**src/hw/ascd_pkg.sv**
```systemverilog
package ascd_pkg;
   // Timing of the sampled device clock and of this controller
   localparam int CLK_PERIOD_NS = 5;
   localparam int DEVICE_CLOCK_PERIOD_NS = 489;
   localparam int DECODE_CLKS = 4;
   localparam int RESET_CLKS = 18;
   localparam int GAP_CYC =
      (DECODE_CLKS * DEVICE_CLOCK_PERIOD_NS + CLK_PERIOD_NS - 1) / CLK_PERIOD_NS;
   localparam int RESET_CYC =
      (RESET_CLKS * DEVICE_CLOCK_PERIOD_NS + CLK_PERIOD_NS - 1) / CLK_PERIOD_NS;
   localparam int TIMER_W = 12;
   localparam int SCLK_HALF_CYC = 5;
   localparam int DIV_W = 4;
   localparam int BYTE_W = 8;
   localparam int IDX_W = 6;
   localparam int FRAME_BYTES = 27;
   localparam int FIFO_DEPTH = 8;
   // Single-byte opcodes
   localparam logic [7:0] OPC_WAKEUP = 8'h02;
   localparam logic [7:0] OPC_STANDBY = 8'h04;
   localparam logic [7:0] OPC_RESET = 8'h06;
   localparam logic [7:0] OPC_START = 8'h08;
   localparam logic [7:0] OPC_STOP = 8'h0a;
   localparam logic [7:0] OPC_CONT_READ = 8'h10;
   localparam logic [7:0] OPC_STOP_CONT = 8'h11;
   localparam logic [7:0] OPC_SINGLE_READ = 8'h12;
   localparam logic [7:0] OPC_FILL = 8'h00;
   // Prefixes of the register access bytes
   localparam logic [2:0] PFX_REG_READ = 3'h1;
   localparam logic [2:0] PFX_REG_WRITE = 3'h2;
   localparam logic [2:0] PFX_COUNT = 3'h0;
   // Reset values of the tracked device modes and pins
   localparam logic CONT_RESET = 1'b1;
   localparam logic START_PIN_LEVEL = 1'b0;
   typedef enum logic [3:0] {
      OP_WAKEUP, OP_STANDBY, OP_RESET, OP_START, OP_STOP, OP_CONT_READ,
      OP_STOP_CONT, OP_SINGLE_READ, OP_REG_READ, OP_REG_WRITE, OP_FRAME_READ
   } ascd_op_e;
   typedef enum logic [2:0] {
      ST_IDLE, ST_WAIT_READY, ST_LOAD, ST_SHIFT, ST_GAP
   } ascd_state_e;
endpackage

```
**src/hw/ascd_host.sv**
```systemverilog
`timescale 1ns/1ps
module ascd_fifo #(
   parameter int WIDTH = 8,
   parameter int DEPTH = 8
) (
   input wire logic sys_clk,
   input wire logic reset,
   input wire logic inValid,
   output logic inReady,
   input wire logic [WIDTH-1:0] inData,
   output logic outValid,
   input wire logic outReady,
   output logic [WIDTH-1:0] outData
);
   localparam int AW = $clog2(DEPTH);
   logic [WIDTH-1:0] mem [DEPTH];
   logic [AW-1:0] wrPtr_q;
   logic [AW-1:0] rdPtr_q;
   logic [AW:0] count_q;
   logic push;
   logic pop;

   assign inReady = count_q != (AW+1)'(DEPTH);
   assign outValid = count_q != '0;
   assign outData = mem[rdPtr_q];
   assign push = inValid && inReady;
   assign pop = outValid && outReady;

   always_ff @(posedge sys_clk) begin
      if (push) begin
         mem[wrPtr_q] <= inData;
      end
   end

   always_ff @(posedge sys_clk) begin
      if (reset) begin
         wrPtr_q <= '0;
         rdPtr_q <= '0;
         count_q <= '0;
      end else begin
         if (push) begin
            wrPtr_q <= (wrPtr_q == AW'(DEPTH - 1)) ? '0 : wrPtr_q + 1'b1;
         end
         if (pop) begin
            rdPtr_q <= (rdPtr_q == AW'(DEPTH - 1)) ? '0 : rdPtr_q + 1'b1;
         end
         count_q <= count_q + (AW+1)'(push) - (AW+1)'(pop);
      end
   end
endmodule

module ascd_host
   import ascd_pkg::*;
(
   input wire logic sys_clk,
   input wire logic reset,
   input wire logic cmdValid,
   output logic cmdReady,
   input wire ascd_op_e cmdOp,
   input wire logic [4:0] cmdAddr,
   input wire logic [4:0] cmdCount,
   output logic cmdReject,
   output logic busy,
   output logic inStandby,
   output logic contRead,
   input wire logic wrValid,
   output logic wrReady,
   input wire logic [BYTE_W-1:0] wrData,
   output logic rdValid,
   input wire logic rdReady,
   output logic [BYTE_W-1:0] rdData,
   output logic sclk,
   output logic mosi,
   input wire logic miso,
   output logic csN,
   output logic startPin,
   input wire logic dataReadyN
);
   ascd_state_e st_q;
   ascd_op_e op_q;
   logic [4:0] addr_q;
   logic [4:0] count_q;
   logic [IDX_W-1:0] idx_q;
   logic [IDX_W-1:0] lastIdx_q;
   logic [BYTE_W-1:0] shift_q;
   logic [2:0] bit_q;
   logic [DIV_W-1:0] div_q;
   logic [TIMER_W-1:0] timer_q;
   logic [TIMER_W-1:0] since_q;
   logic sclk_q, mosi_q, csN_q, final_q, standby_q, cont_q, reject_q;
   logic misoMeta_q, miso_q, readyMetaN_q, readyN_q, readyDlyN_q, resultPend_q;
   logic fifoInValid_q;
   logic [BYTE_W-1:0] fifoInData_q;
   logic fifoInReady, readyFell, keepOut, accept, legal, needWr, isRx, loadOk;
   logic halfDone, byteDone;

   function automatic logic [IDX_W-1:0] lastIndex(ascd_op_e op, logic [4:0] cnt);
      case (op)
         OP_SINGLE_READ: lastIndex = IDX_W'(FRAME_BYTES);
         OP_FRAME_READ: lastIndex = IDX_W'(FRAME_BYTES - 1);
         OP_REG_READ, OP_REG_WRITE: lastIndex = IDX_W'(cnt) + IDX_W'(2);
         default: lastIndex = '0;
      endcase
   endfunction

   function automatic logic [7:0] txByte(ascd_op_e op, logic [IDX_W-1:0] idx,
                                         logic [4:0] adr, logic [4:0] cnt,
                                         logic [7:0] wd);
      txByte = OPC_FILL;
      case (op)
         OP_WAKEUP: txByte = OPC_WAKEUP;
         OP_STANDBY: txByte = OPC_STANDBY;
         OP_RESET: txByte = OPC_RESET;
         OP_START: txByte = OPC_START;
         OP_STOP: txByte = OPC_STOP;
         OP_CONT_READ: txByte = OPC_CONT_READ;
         OP_STOP_CONT: txByte = OPC_STOP_CONT;
         OP_SINGLE_READ: txByte = (idx == '0) ? OPC_SINGLE_READ : OPC_FILL;
         OP_REG_READ, OP_REG_WRITE: begin
            if (idx == '0) begin
               txByte = {(op == OP_REG_READ) ? PFX_REG_READ : PFX_REG_WRITE, adr};
            end else if (idx == IDX_W'(1)) begin
               txByte = {PFX_COUNT, cnt};
            end else if (op == OP_REG_WRITE) begin
               txByte = wd;
            end
         end
         default: txByte = OPC_FILL;
      endcase
   endfunction

   // Pins from the device pass two flops before use
   always_ff @(posedge sys_clk) begin
      misoMeta_q <= miso;
      miso_q <= misoMeta_q;
      readyMetaN_q <= dataReadyN;
      readyN_q <= readyMetaN_q;
      readyDlyN_q <= readyN_q;
   end

   assign readyFell = readyDlyN_q && !readyN_q;

   always_ff @(posedge sys_clk) begin
      if (reset) begin
         since_q <= TIMER_W'(GAP_CYC);
      end else if (readyFell) begin
         since_q <= '0;
      end else if (since_q != TIMER_W'(GAP_CYC)) begin
         since_q <= since_q + 1'b1;
      end
   end

   // Fresh result pending; a new fall wins over the clear
   always_ff @(posedge sys_clk) begin
      if (reset) begin
         resultPend_q <= 1'b0;
      end else if (readyFell) begin
         resultPend_q <= 1'b1;
      end else if (st_q == ST_WAIT_READY) begin
         resultPend_q <= 1'b0;
      end
   end

   assign keepOut = since_q != TIMER_W'(GAP_CYC) || !readyN_q;

   always_comb begin
      if (standby_q) begin
         legal = cmdOp == OP_WAKEUP;
      end else if (cont_q) begin
         legal = cmdOp == OP_STOP_CONT || cmdOp == OP_FRAME_READ;
      end else begin
         legal = cmdOp != OP_FRAME_READ && cmdOp != OP_WAKEUP;
      end
   end

   assign cmdReady = st_q == ST_IDLE && !(cmdOp == OP_CONT_READ && keepOut && legal);
   assign accept = cmdValid && cmdReady;
   assign needWr = op_q == OP_REG_WRITE && idx_q >= IDX_W'(2);
   assign isRx = op_q == OP_FRAME_READ || (op_q == OP_SINGLE_READ && idx_q != '0) ||
                 (op_q == OP_REG_READ && idx_q >= IDX_W'(2));
   assign loadOk = (!needWr || wrValid) && (!isRx || fifoInReady);
   assign wrReady = st_q == ST_LOAD && needWr && loadOk;
   assign halfDone = div_q == DIV_W'(SCLK_HALF_CYC - 1);
   assign byteDone = st_q == ST_SHIFT && halfDone && sclk_q && bit_q == 3'h7;

   always_ff @(posedge sys_clk) begin
      if (reset) begin
         st_q <= ST_IDLE;
         op_q <= OP_WAKEUP;
         addr_q <= '0;
         count_q <= '0;
         idx_q <= '0;
         lastIdx_q <= '0;
         timer_q <= '0;
         final_q <= 1'b0;
         reject_q <= 1'b0;
      end else begin
         reject_q <= accept && !legal;
         case (st_q)
            ST_IDLE: begin
               if (accept && legal) begin
                  op_q <= cmdOp;
                  addr_q <= cmdAddr;
                  count_q <= cmdCount;
                  idx_q <= '0;
                  final_q <= 1'b0;
                  lastIdx_q <= lastIndex(cmdOp, cmdCount);
                  if (cmdOp == OP_SINGLE_READ || cmdOp == OP_FRAME_READ) begin
                     st_q <= ST_WAIT_READY;
                  end else begin
                     st_q <= ST_LOAD;
                  end
               end
            end
            ST_WAIT_READY: begin
               if (resultPend_q && !readyN_q) begin
                  st_q <= ST_LOAD;
               end
            end
            ST_LOAD: begin
               if (loadOk) begin
                  st_q <= ST_SHIFT;
               end
            end
            ST_SHIFT: begin
               if (byteDone) begin
                  st_q <= ST_GAP;
                  if (idx_q == lastIdx_q) begin
                     final_q <= 1'b1;
                     if (op_q == OP_RESET) begin
                        timer_q <= TIMER_W'(RESET_CYC);
                     end else if (op_q == OP_SINGLE_READ || op_q == OP_FRAME_READ) begin
                        timer_q <= '0;
                     end else begin
                        timer_q <= TIMER_W'(GAP_CYC);
                     end
                  end else begin
                     idx_q <= idx_q + 1'b1;
                     if ((op_q == OP_REG_READ && idx_q < IDX_W'(2)) || op_q == OP_REG_WRITE) begin
                        timer_q <= TIMER_W'(GAP_CYC);
                     end else begin
                        timer_q <= '0;
                     end
                  end
               end
            end
            ST_GAP: begin
               if (timer_q != '0) begin
                  timer_q <= timer_q - 1'b1;
               end else if (final_q) begin
                  st_q <= ST_IDLE;
               end else begin
                  st_q <= ST_LOAD;
               end
            end
            default: st_q <= ST_IDLE;
         endcase
      end
   end

   // Serial clock made here by division; device samples on the falling edge
   always_ff @(posedge sys_clk) begin
      if (reset) begin
         div_q <= '0;
         bit_q <= '0;
         sclk_q <= 1'b0;
         mosi_q <= 1'b0;
         shift_q <= '0;
      end else if (st_q == ST_LOAD) begin
         div_q <= '0;
         bit_q <= '0;
         shift_q <= txByte(op_q, idx_q, addr_q, count_q, wrData);
      end else if (st_q == ST_SHIFT) begin
         div_q <= halfDone ? '0 : div_q + 1'b1;
         if (halfDone) begin
            sclk_q <= !sclk_q;
            if (!sclk_q) begin
               mosi_q <= shift_q[7];
            end else begin
               shift_q <= {shift_q[6:0], miso_q};
               bit_q <= bit_q + 1'b1;
            end
         end
      end else begin
         sclk_q <= 1'b0;
      end
   end

   // Chip select held low across every byte and gap of one command
   always_ff @(posedge sys_clk) begin
      if (reset) begin
         csN_q <= 1'b1;
      end else if (st_q == ST_LOAD && loadOk) begin
         csN_q <= 1'b0;
      end else if (st_q == ST_IDLE) begin
         csN_q <= 1'b1;
      end
   end

   always_ff @(posedge sys_clk) begin
      if (reset) begin
         fifoInValid_q <= 1'b0;
         fifoInData_q <= '0;
      end else begin
         fifoInValid_q <= byteDone && isRx;
         if (byteDone) begin
            fifoInData_q <= {shift_q[6:0], miso_q};
         end
      end
   end

   // Device modes as seen from here, updated once a command has gone out
   always_ff @(posedge sys_clk) begin
      if (reset) begin
         cont_q <= CONT_RESET;
         standby_q <= 1'b0;
      end else if (byteDone && idx_q == lastIdx_q) begin
         case (op_q)
            OP_STANDBY: standby_q <= 1'b1;
            OP_WAKEUP: standby_q <= 1'b0;
            OP_RESET: cont_q <= CONT_RESET;
            OP_CONT_READ: cont_q <= 1'b1;
            OP_STOP_CONT: cont_q <= 1'b0;
            default: cont_q <= cont_q;
         endcase
      end
   end

   ascd_fifo #(
      .WIDTH(BYTE_W),
      .DEPTH(FIFO_DEPTH)
   ) u_rxFifo (
      .sys_clk(sys_clk),
      .reset(reset),
      .inValid(fifoInValid_q),
      .inReady(fifoInReady),
      .inData(fifoInData_q),
      .outValid(rdValid),
      .outReady(rdReady),
      .outData(rdData)
   );

   assign cmdReject = reject_q;
   assign busy = st_q != ST_IDLE;
   assign inStandby = standby_q;
   assign contRead = cont_q;
   assign sclk = sclk_q;
   assign mosi = mosi_q;
   assign csN = csN_q;
   assign startPin = START_PIN_LEVEL;
endmodule

```
**config.mk**
```make
export PLATFORM = sky130hd
export DESIGN_NAME = ascd_host
export DESIGN_NICKNAME = d
export VERILOG_FILES = /design/src/hw/ascd_pkg.sv /design/src/hw/ascd_host.sv
export SDC_FILE = /design/constraint.sdc
export NUM_CORES = 1
export LEC_CHECK = 0
export BUFFER_PORTS_ARGS = -buffer_cell sky130_fd_sc_hd__buf_2
export CORE_MARGIN = 2
export CORE_UTILIZATION = 40
export CTS_CLUSTER_SIZE = 8
export DETAILED_ROUTE_END_ITERATION = 16
export REMOVE_ABC_BUFFERS = 1
export SETUP_SLACK_MARGIN = 0.4
export SLEW_MARGIN = 0
export SYNTH_ARGS = -nofsm -noshare
export SYNTH_HDL_FRONTEND = slang
export SYNTH_SLANG_ARGS = --single-unit
```
**constraint.sdc**
```tcl
create_clock -name sys_clk -period 3.55 [get_ports sys_clk]
set_input_delay 1.065 -clock sys_clk [delete_from_list [all_inputs] [get_ports sys_clk]]
set_output_delay 1.065 -clock sys_clk [all_outputs]
set_load 0.05 [all_outputs]
```
Yosys cells after proc, flatten, opt, wreduce, memory -nomap -nowiden
Memories as Yosys holds them, arrays and structs flattened. A register that Yosys moved wholly into a read port is not among the register bits.
Cells that the tools add are included.
- eq/ne operators: 38
- mux-type cells: 53
- order comparisons: 2
- $add $sub $neg: 10
- reduce and logical (&&, ||, !) cells: 74
- bitwise operators: 2
- operator list (operator ; number):
    one-hot mux 8 bit (9 select lines) ; 1
    two-way mux 8 bit ; 7
    two-way mux 12 bit ; 3
    two-way mux 9 bit ; 4
    == test 4 x 3 -> 1 bit, second input constant ; 8
    two-way mux 3 bit ; 9
    == test 4 bit, second input constant ; 6
    logical AND 1 bit ; 24
    one-hot mux 12 bit (2 select lines) ; 1
    nonzero test 2 bit ; 10
    two-way mux 6 bit ; 3
    one-hot mux 6 bit (3 select lines) ; 1
    one-hot mux 3 bit (5 select lines) ; 1
    inequality test 2 bit, second input constant ; 7
    two-way mux 1 bit ; 13
    adder 12 x 1 -> 12 bit, second input constant ; 1
    == test 3 bit, second input constant ; 4
    inequality test 12 x 9 -> 1 bit, second input constant ; 1
    one-hot mux 6 bit (2 select lines) ; 1
    AND reduction 4 bit ; 3
    nonzero test 12 bit ; 1
    subtractor 12 x 1 -> 12 bit, second input constant ; 1
    two-way mux 11 bit ; 1
    OR reduction 2 bit ; 5
    32 further kinds ; 63
- memory bits (writable): 64
- logic and storage cells: 210
- output and inout port bits: 19
- memories: 1
- bits in registers: 100
- input port bits: 29
- memory list (name ; depth ; bits a word ; read ports ; clocked after Yosys merged registers in ; write ports ; line ; text):
    u_rxFifo.mem ; 8 ; 8 ; 1 ; 1 ; 1 ; ascd_host.sv:16 ; logic [WIDTH-1:0] mem [DEPTH];

Logic depth before layout (Yosys ltp)
- word-level depth: 11
- depth in mapped cells: 12
- depth with buffers taken out: 12

Modules after synthesis
From an unflattened synthesis, not the netlist that was laid out.
- cells, all modules: 753
- area, all modules: 7895.1 um^2
- by module, submodules not included (module ; sequential area each (um^2) ; instances ; area each (um^2) ; cells each):
    ascd_host ; 1801.7 ; 1 ; 4707.0 ; 584
    ascd_fifo ; 2182.1 ; 1 ; 3188.1 ; 169

Worst setup path after synthesis
No wires, ideal clock.
- path type: input-to-output
- start point: input cmdOp[3]
- end point: output cmdReady
- arrival: 2551 ps
- stages: 4
- setup slack: -66 ps
- path buffers: 0
- cell sequence: or4bb_1 o221ai_1 a311o_1 a21oi_1
- word-level cells in the longest chain between the ends: 7
- RTL lines (element ; line ; text):
    start, declared ; ascd_host.sv:59 ; input wire ascd_op_e cmdOp,
    inequality test 4 bit, or another cell as far along ; ascd_host.sv:172 ; legal = cmdOp != OP_FRAME_READ && cmdOp != OP_WAKEUP;
    logical AND 1 bit or logical OR 1 bit (tied branches) ; ascd_host.sv:172, ascd_host.sv:170 ;
    two-way mux 1 bit ; ascd_host.sv:169 ; end else if (cont_q) begin
    two-way mux 1 bit ; ascd_host.sv:167 ; if (standby_q) begin
    logical AND 1 bit (*) ; ascd_host.sv:176 ; assign cmdReady = st_q == ST_IDLE && !(cmdOp == OP_CONT_READ && keepOut && legal);
    logical NOT 1 bit (*) ; ascd_host.sv:176 ;
    logical AND 1 bit (*) ; ascd_host.sv:176 ;
    end, declared ; ascd_host.sv:58 ; output logic cmdReady,
Every way passes the cells marked *; elsewhere a longest branch is shown, timed or not.

Worst setup path in the final report
- start point: input cmdOp[2]
- end point: output cmdReady
Same word-level chain as after synthesis.

==> results.py <==
metrics = {
    "outcome": {
        "outcome": "complete, no violations",
    },
    "finish": {
        "final_common_cell": "dfxtp_1",
        "multi_input_area_mm2": 0.00353,
        "regArea_mm2": 0.00400,
        "n_fill_cell": 1792,
        "most-common-layout-cells": "97 x dfxtp_1, 71 x nor2_1, 64 x nand2_1, 64 x edfxtp_1, 47 x a21oi_1",
        "fin_area_mm2": 0.00918,
        "fin_cells": 1086,
        "finalNetCount": 865,
        "diodes": 0,
        "area_delta_synth_final_pct": 18.3,
        "drive_above_1_share": 0.207,
    },
    "yosys": {
        "synthArstFlopShare": 0,
        "synthCells": 751,
        "syn_area_mm2": 0.00776,
        "yosys_most_used_dff": "dfxtp_1",
        "netlist_top_cells_area": "dfxtp_1 27%, edfxtp_1 25%, mux4_2 4.6%",
        "synth_area_leader_cell": "dfxtp_1",
        "synth_edf_count": 64,
        "ys.warnings.count": 0,
        "syn_area_per_cell_um2": 10.3,
        "synth.top_cell.area_share": 0.266,
        "ys_types": 74,
        "yosys_register_bits": 167,
        "yosysSeqAreaShare": 0.514,
    },
    "power": {
        "p_leak_nw": 3.47,
        "p_total_mw": 5.29,
        "sw_frac_of_total": 0.297,
        "comb_power_share": 0.223,
        "seqPwrFrac": 0.412,
        "p_per_area_mw_per_mm2": 576,
        "ir_worst_vdd_v": 0.000382,
        "p_clk_frac": 0.365,
        "p_int_mw": 3.71,
        "power.switching_mw": 1.57,
    },
    "drt": {
        "wl_per_cell_um": 15.8,
        "top_layer": "met4",
        "wirelength_mm": 17.2,
        "wl_met3_um": 684,
        "drtIter0Drc": 411,
        "ant_nets": 0,
        "met1_length_mm": 7.85,
        "vias": 5699,
        "met2_length_mm": 8.33,
        "avgViaCountPerCell": 5.25,
        "dr.pass1.iters": 5,
        "route.detailed.drc": 0,
    },
    "setup_path": {
        "cp_max_fo": 6,
        "critPathCaptureType": "primary output",
        "timing.rr.start": "idx_q[2]",
        "cp.required_ns": 2.48,
        "startpoint": "cmdOp[2]",
        "start_kind": "input pin",
        "critPathKind": "in -> out",
        "critPathArrivalTime_ns": 2.28,
    },
    "clock_network": {
        "clkLatencyLatePin_ns": 0.43,
        "cts_buffers": 17,
        "cts-root-buf": "clkbuf_16",
        "htree_num_levels": 4,
        "clock-sinks": 167,
        "clkTransAtPathRegs_ns": 0.06,
        "cts_max_path_buffers": 2,
        "cts_tree": "yes",
    },
    "hold_path": {
        "hold_start": "readyMetaN_q",
        "timing.hold.worst.class": "reg -> reg",
    },
    "sta": {
        "final-max-slew-violation-count": 0,
        "fin_skew_ns": 0.00743,
        "maxSlewHeadroom": 0.238,
        "final_hold_viol_count": 0,
        "setup_viol": 0,
        "worstMarginPinSlew_ns": 1.13,
        "rsz0062_at_grt": "yes",
        "fin_crit_ns": 3.35,
        "fmax_mhz": 299,
        "min_period_over_period": 0.944,
    },
    "grt": {
        "grtUsageTotal": 0.174,
        "grt_max_degree": 75,
        "grt_pass1_wl_mm": 27.9,
        "gr-total-overflow": 0,
        "first_global_vias": 5397,
        "grt_antenna_before_repair": 0,
    },
    "floorplanning": {
        "chipWidth_um": 143,
        "dieArea_mm2": 0.0205,
        "coreArea_mm2": 0.0189,
        "io_pins": 48,
        "die_h_um": 143,
        "initial_core_util": 0.411,
        "rows": 50,
    },
    "place": {
        "hpwl_mm": 11.7,
        "dp.cells": 1043,
        "gp_routability_congestion": 0.836,
        "dpl-instance-area_mm2": 0.00836,
        "io_buffers": 46,
    },
    "flow_run": {
        "cap_violations": 0,
    },
}
routing by layer:
metal | track usage | up-vias
met3 | 0.0392 | 20
met1 | 0.227 | 2711
met5 | 0 | -
met2 | 0.289 | 120
li1 | - | 2848
met4 | 0.0552 | 0
power groups by stage:
stage | clock network [mW] | registers, mW | logic (mW)
floorplan | 0 | 2.24 | 0.820
global route | 2.05 | 2.19 | 1.30
detailed placement | 0 | 2.22 | 1.15
finish | 1.93 | 2.18 | 1.18
CTS | 1.96 | 2.18 | 1.17
global placement | 0 | 2.22 | 1.14
cells in the mapped netlist (10+ instances only):
| cell | instances |
|---|---|
| dfxtp_1 | 103 |
| nor2_1 | 72 |
| edfxtp_1 | 64 |
| nand2_1 | 64 |
| a21oi_1 | 50 |
| o21ai_0 | 46 |
| inv_1 | 39 |
| clkbuf_1 | 32 |
| nand3_1 | 25 |
| nor3_1 | 25 |
| mux2i_1 | 23 |
| ha_1 | 22 |
| mux4_2 | 16 |
| xor2_1 | 15 |
| xnor2_1 | 10 |
layout make-up:
type                            count  area share
Clock inverter                      9      0.0153
Sequential cell                   167       0.436
Timing Repair Buffer               83      0.0608
Tap cell                          260      0.0354
Inverter                           39      0.0159
Clock buffer                       23      0.0522
Multi-Input combinational cell    505       0.384
path summary, 6_finish.rpt:
kind                      end  slack [ns]  cells after the start
hold / removal       readyN_q        0.34                      0
setup / recovery     cmdReady        0.20                      6
setup reg to reg  timer_q[10]        1.10                      7
hold reg to reg      readyN_q        0.34                      0
registers in the layout, indices dropped and copies added (netlist names), 3 cells and up, named ones only:
signal and flops:
st_q 3, addr_q 5, lastIdx_q 6, shift_q 8, since_q 12, idx_q 6, fifoInData_q 8, count_q 5
u_rxFifo.rdPtr_q 3, op_q 4, u_rxFifo.wrPtr_q 3, u_rxFifo.count_q 4, u_rxFifo.mem 64, div_q 4, bit_q 3, timer_q 12
logic make-up after synthesis:
kind of cell / share of synthesized area
other cells: 0.000483
buf+inv: 0.0394
simple gates: 0.170
mux: 0.0878
fa+ha+maj: 0.0381
flops: 0.514
compound gates: 0.123
xor+xnor: 0.0282
per-stage QoR:
| stage | utilization | worst slack [ns] | hold slack, ns | TNS (ns) |
|---|---|---|---|---|
| 6_report | 0.486 | 0.200 | 0.335 | 0 |
| 5_1_grt | 0.486 | 0.151 | 0.340 | 0 |
| 4_1_cts | 0.481 | 0.170 | 0.336 | 0 |
| 3_5_place_dp | 0.443 | 0.118 | 0.316 | 0 |
| 3_3_place_gp | 0.443 | 0.109 | 0.315 | 0 |
| 2_1_floorplan | - | -0.0660 | 0.310 | -0.0660 |
worst max-delay path: stages:
cell and delay (ns):
buf_8 0.10, or4bb_1 0.52, o221ai_2 0.08, a311o_1 0.28
a21oi_2 0.08, buf_6 0.16
timing repair:
item	4_1_cts	5_1_grt
gates resized for setup	20	15
pin swaps	7	5
buffers inserted	6	5
setup endpoints to repair	10	10
hold buffers	0	0
(Power assumes the default switching activity.)
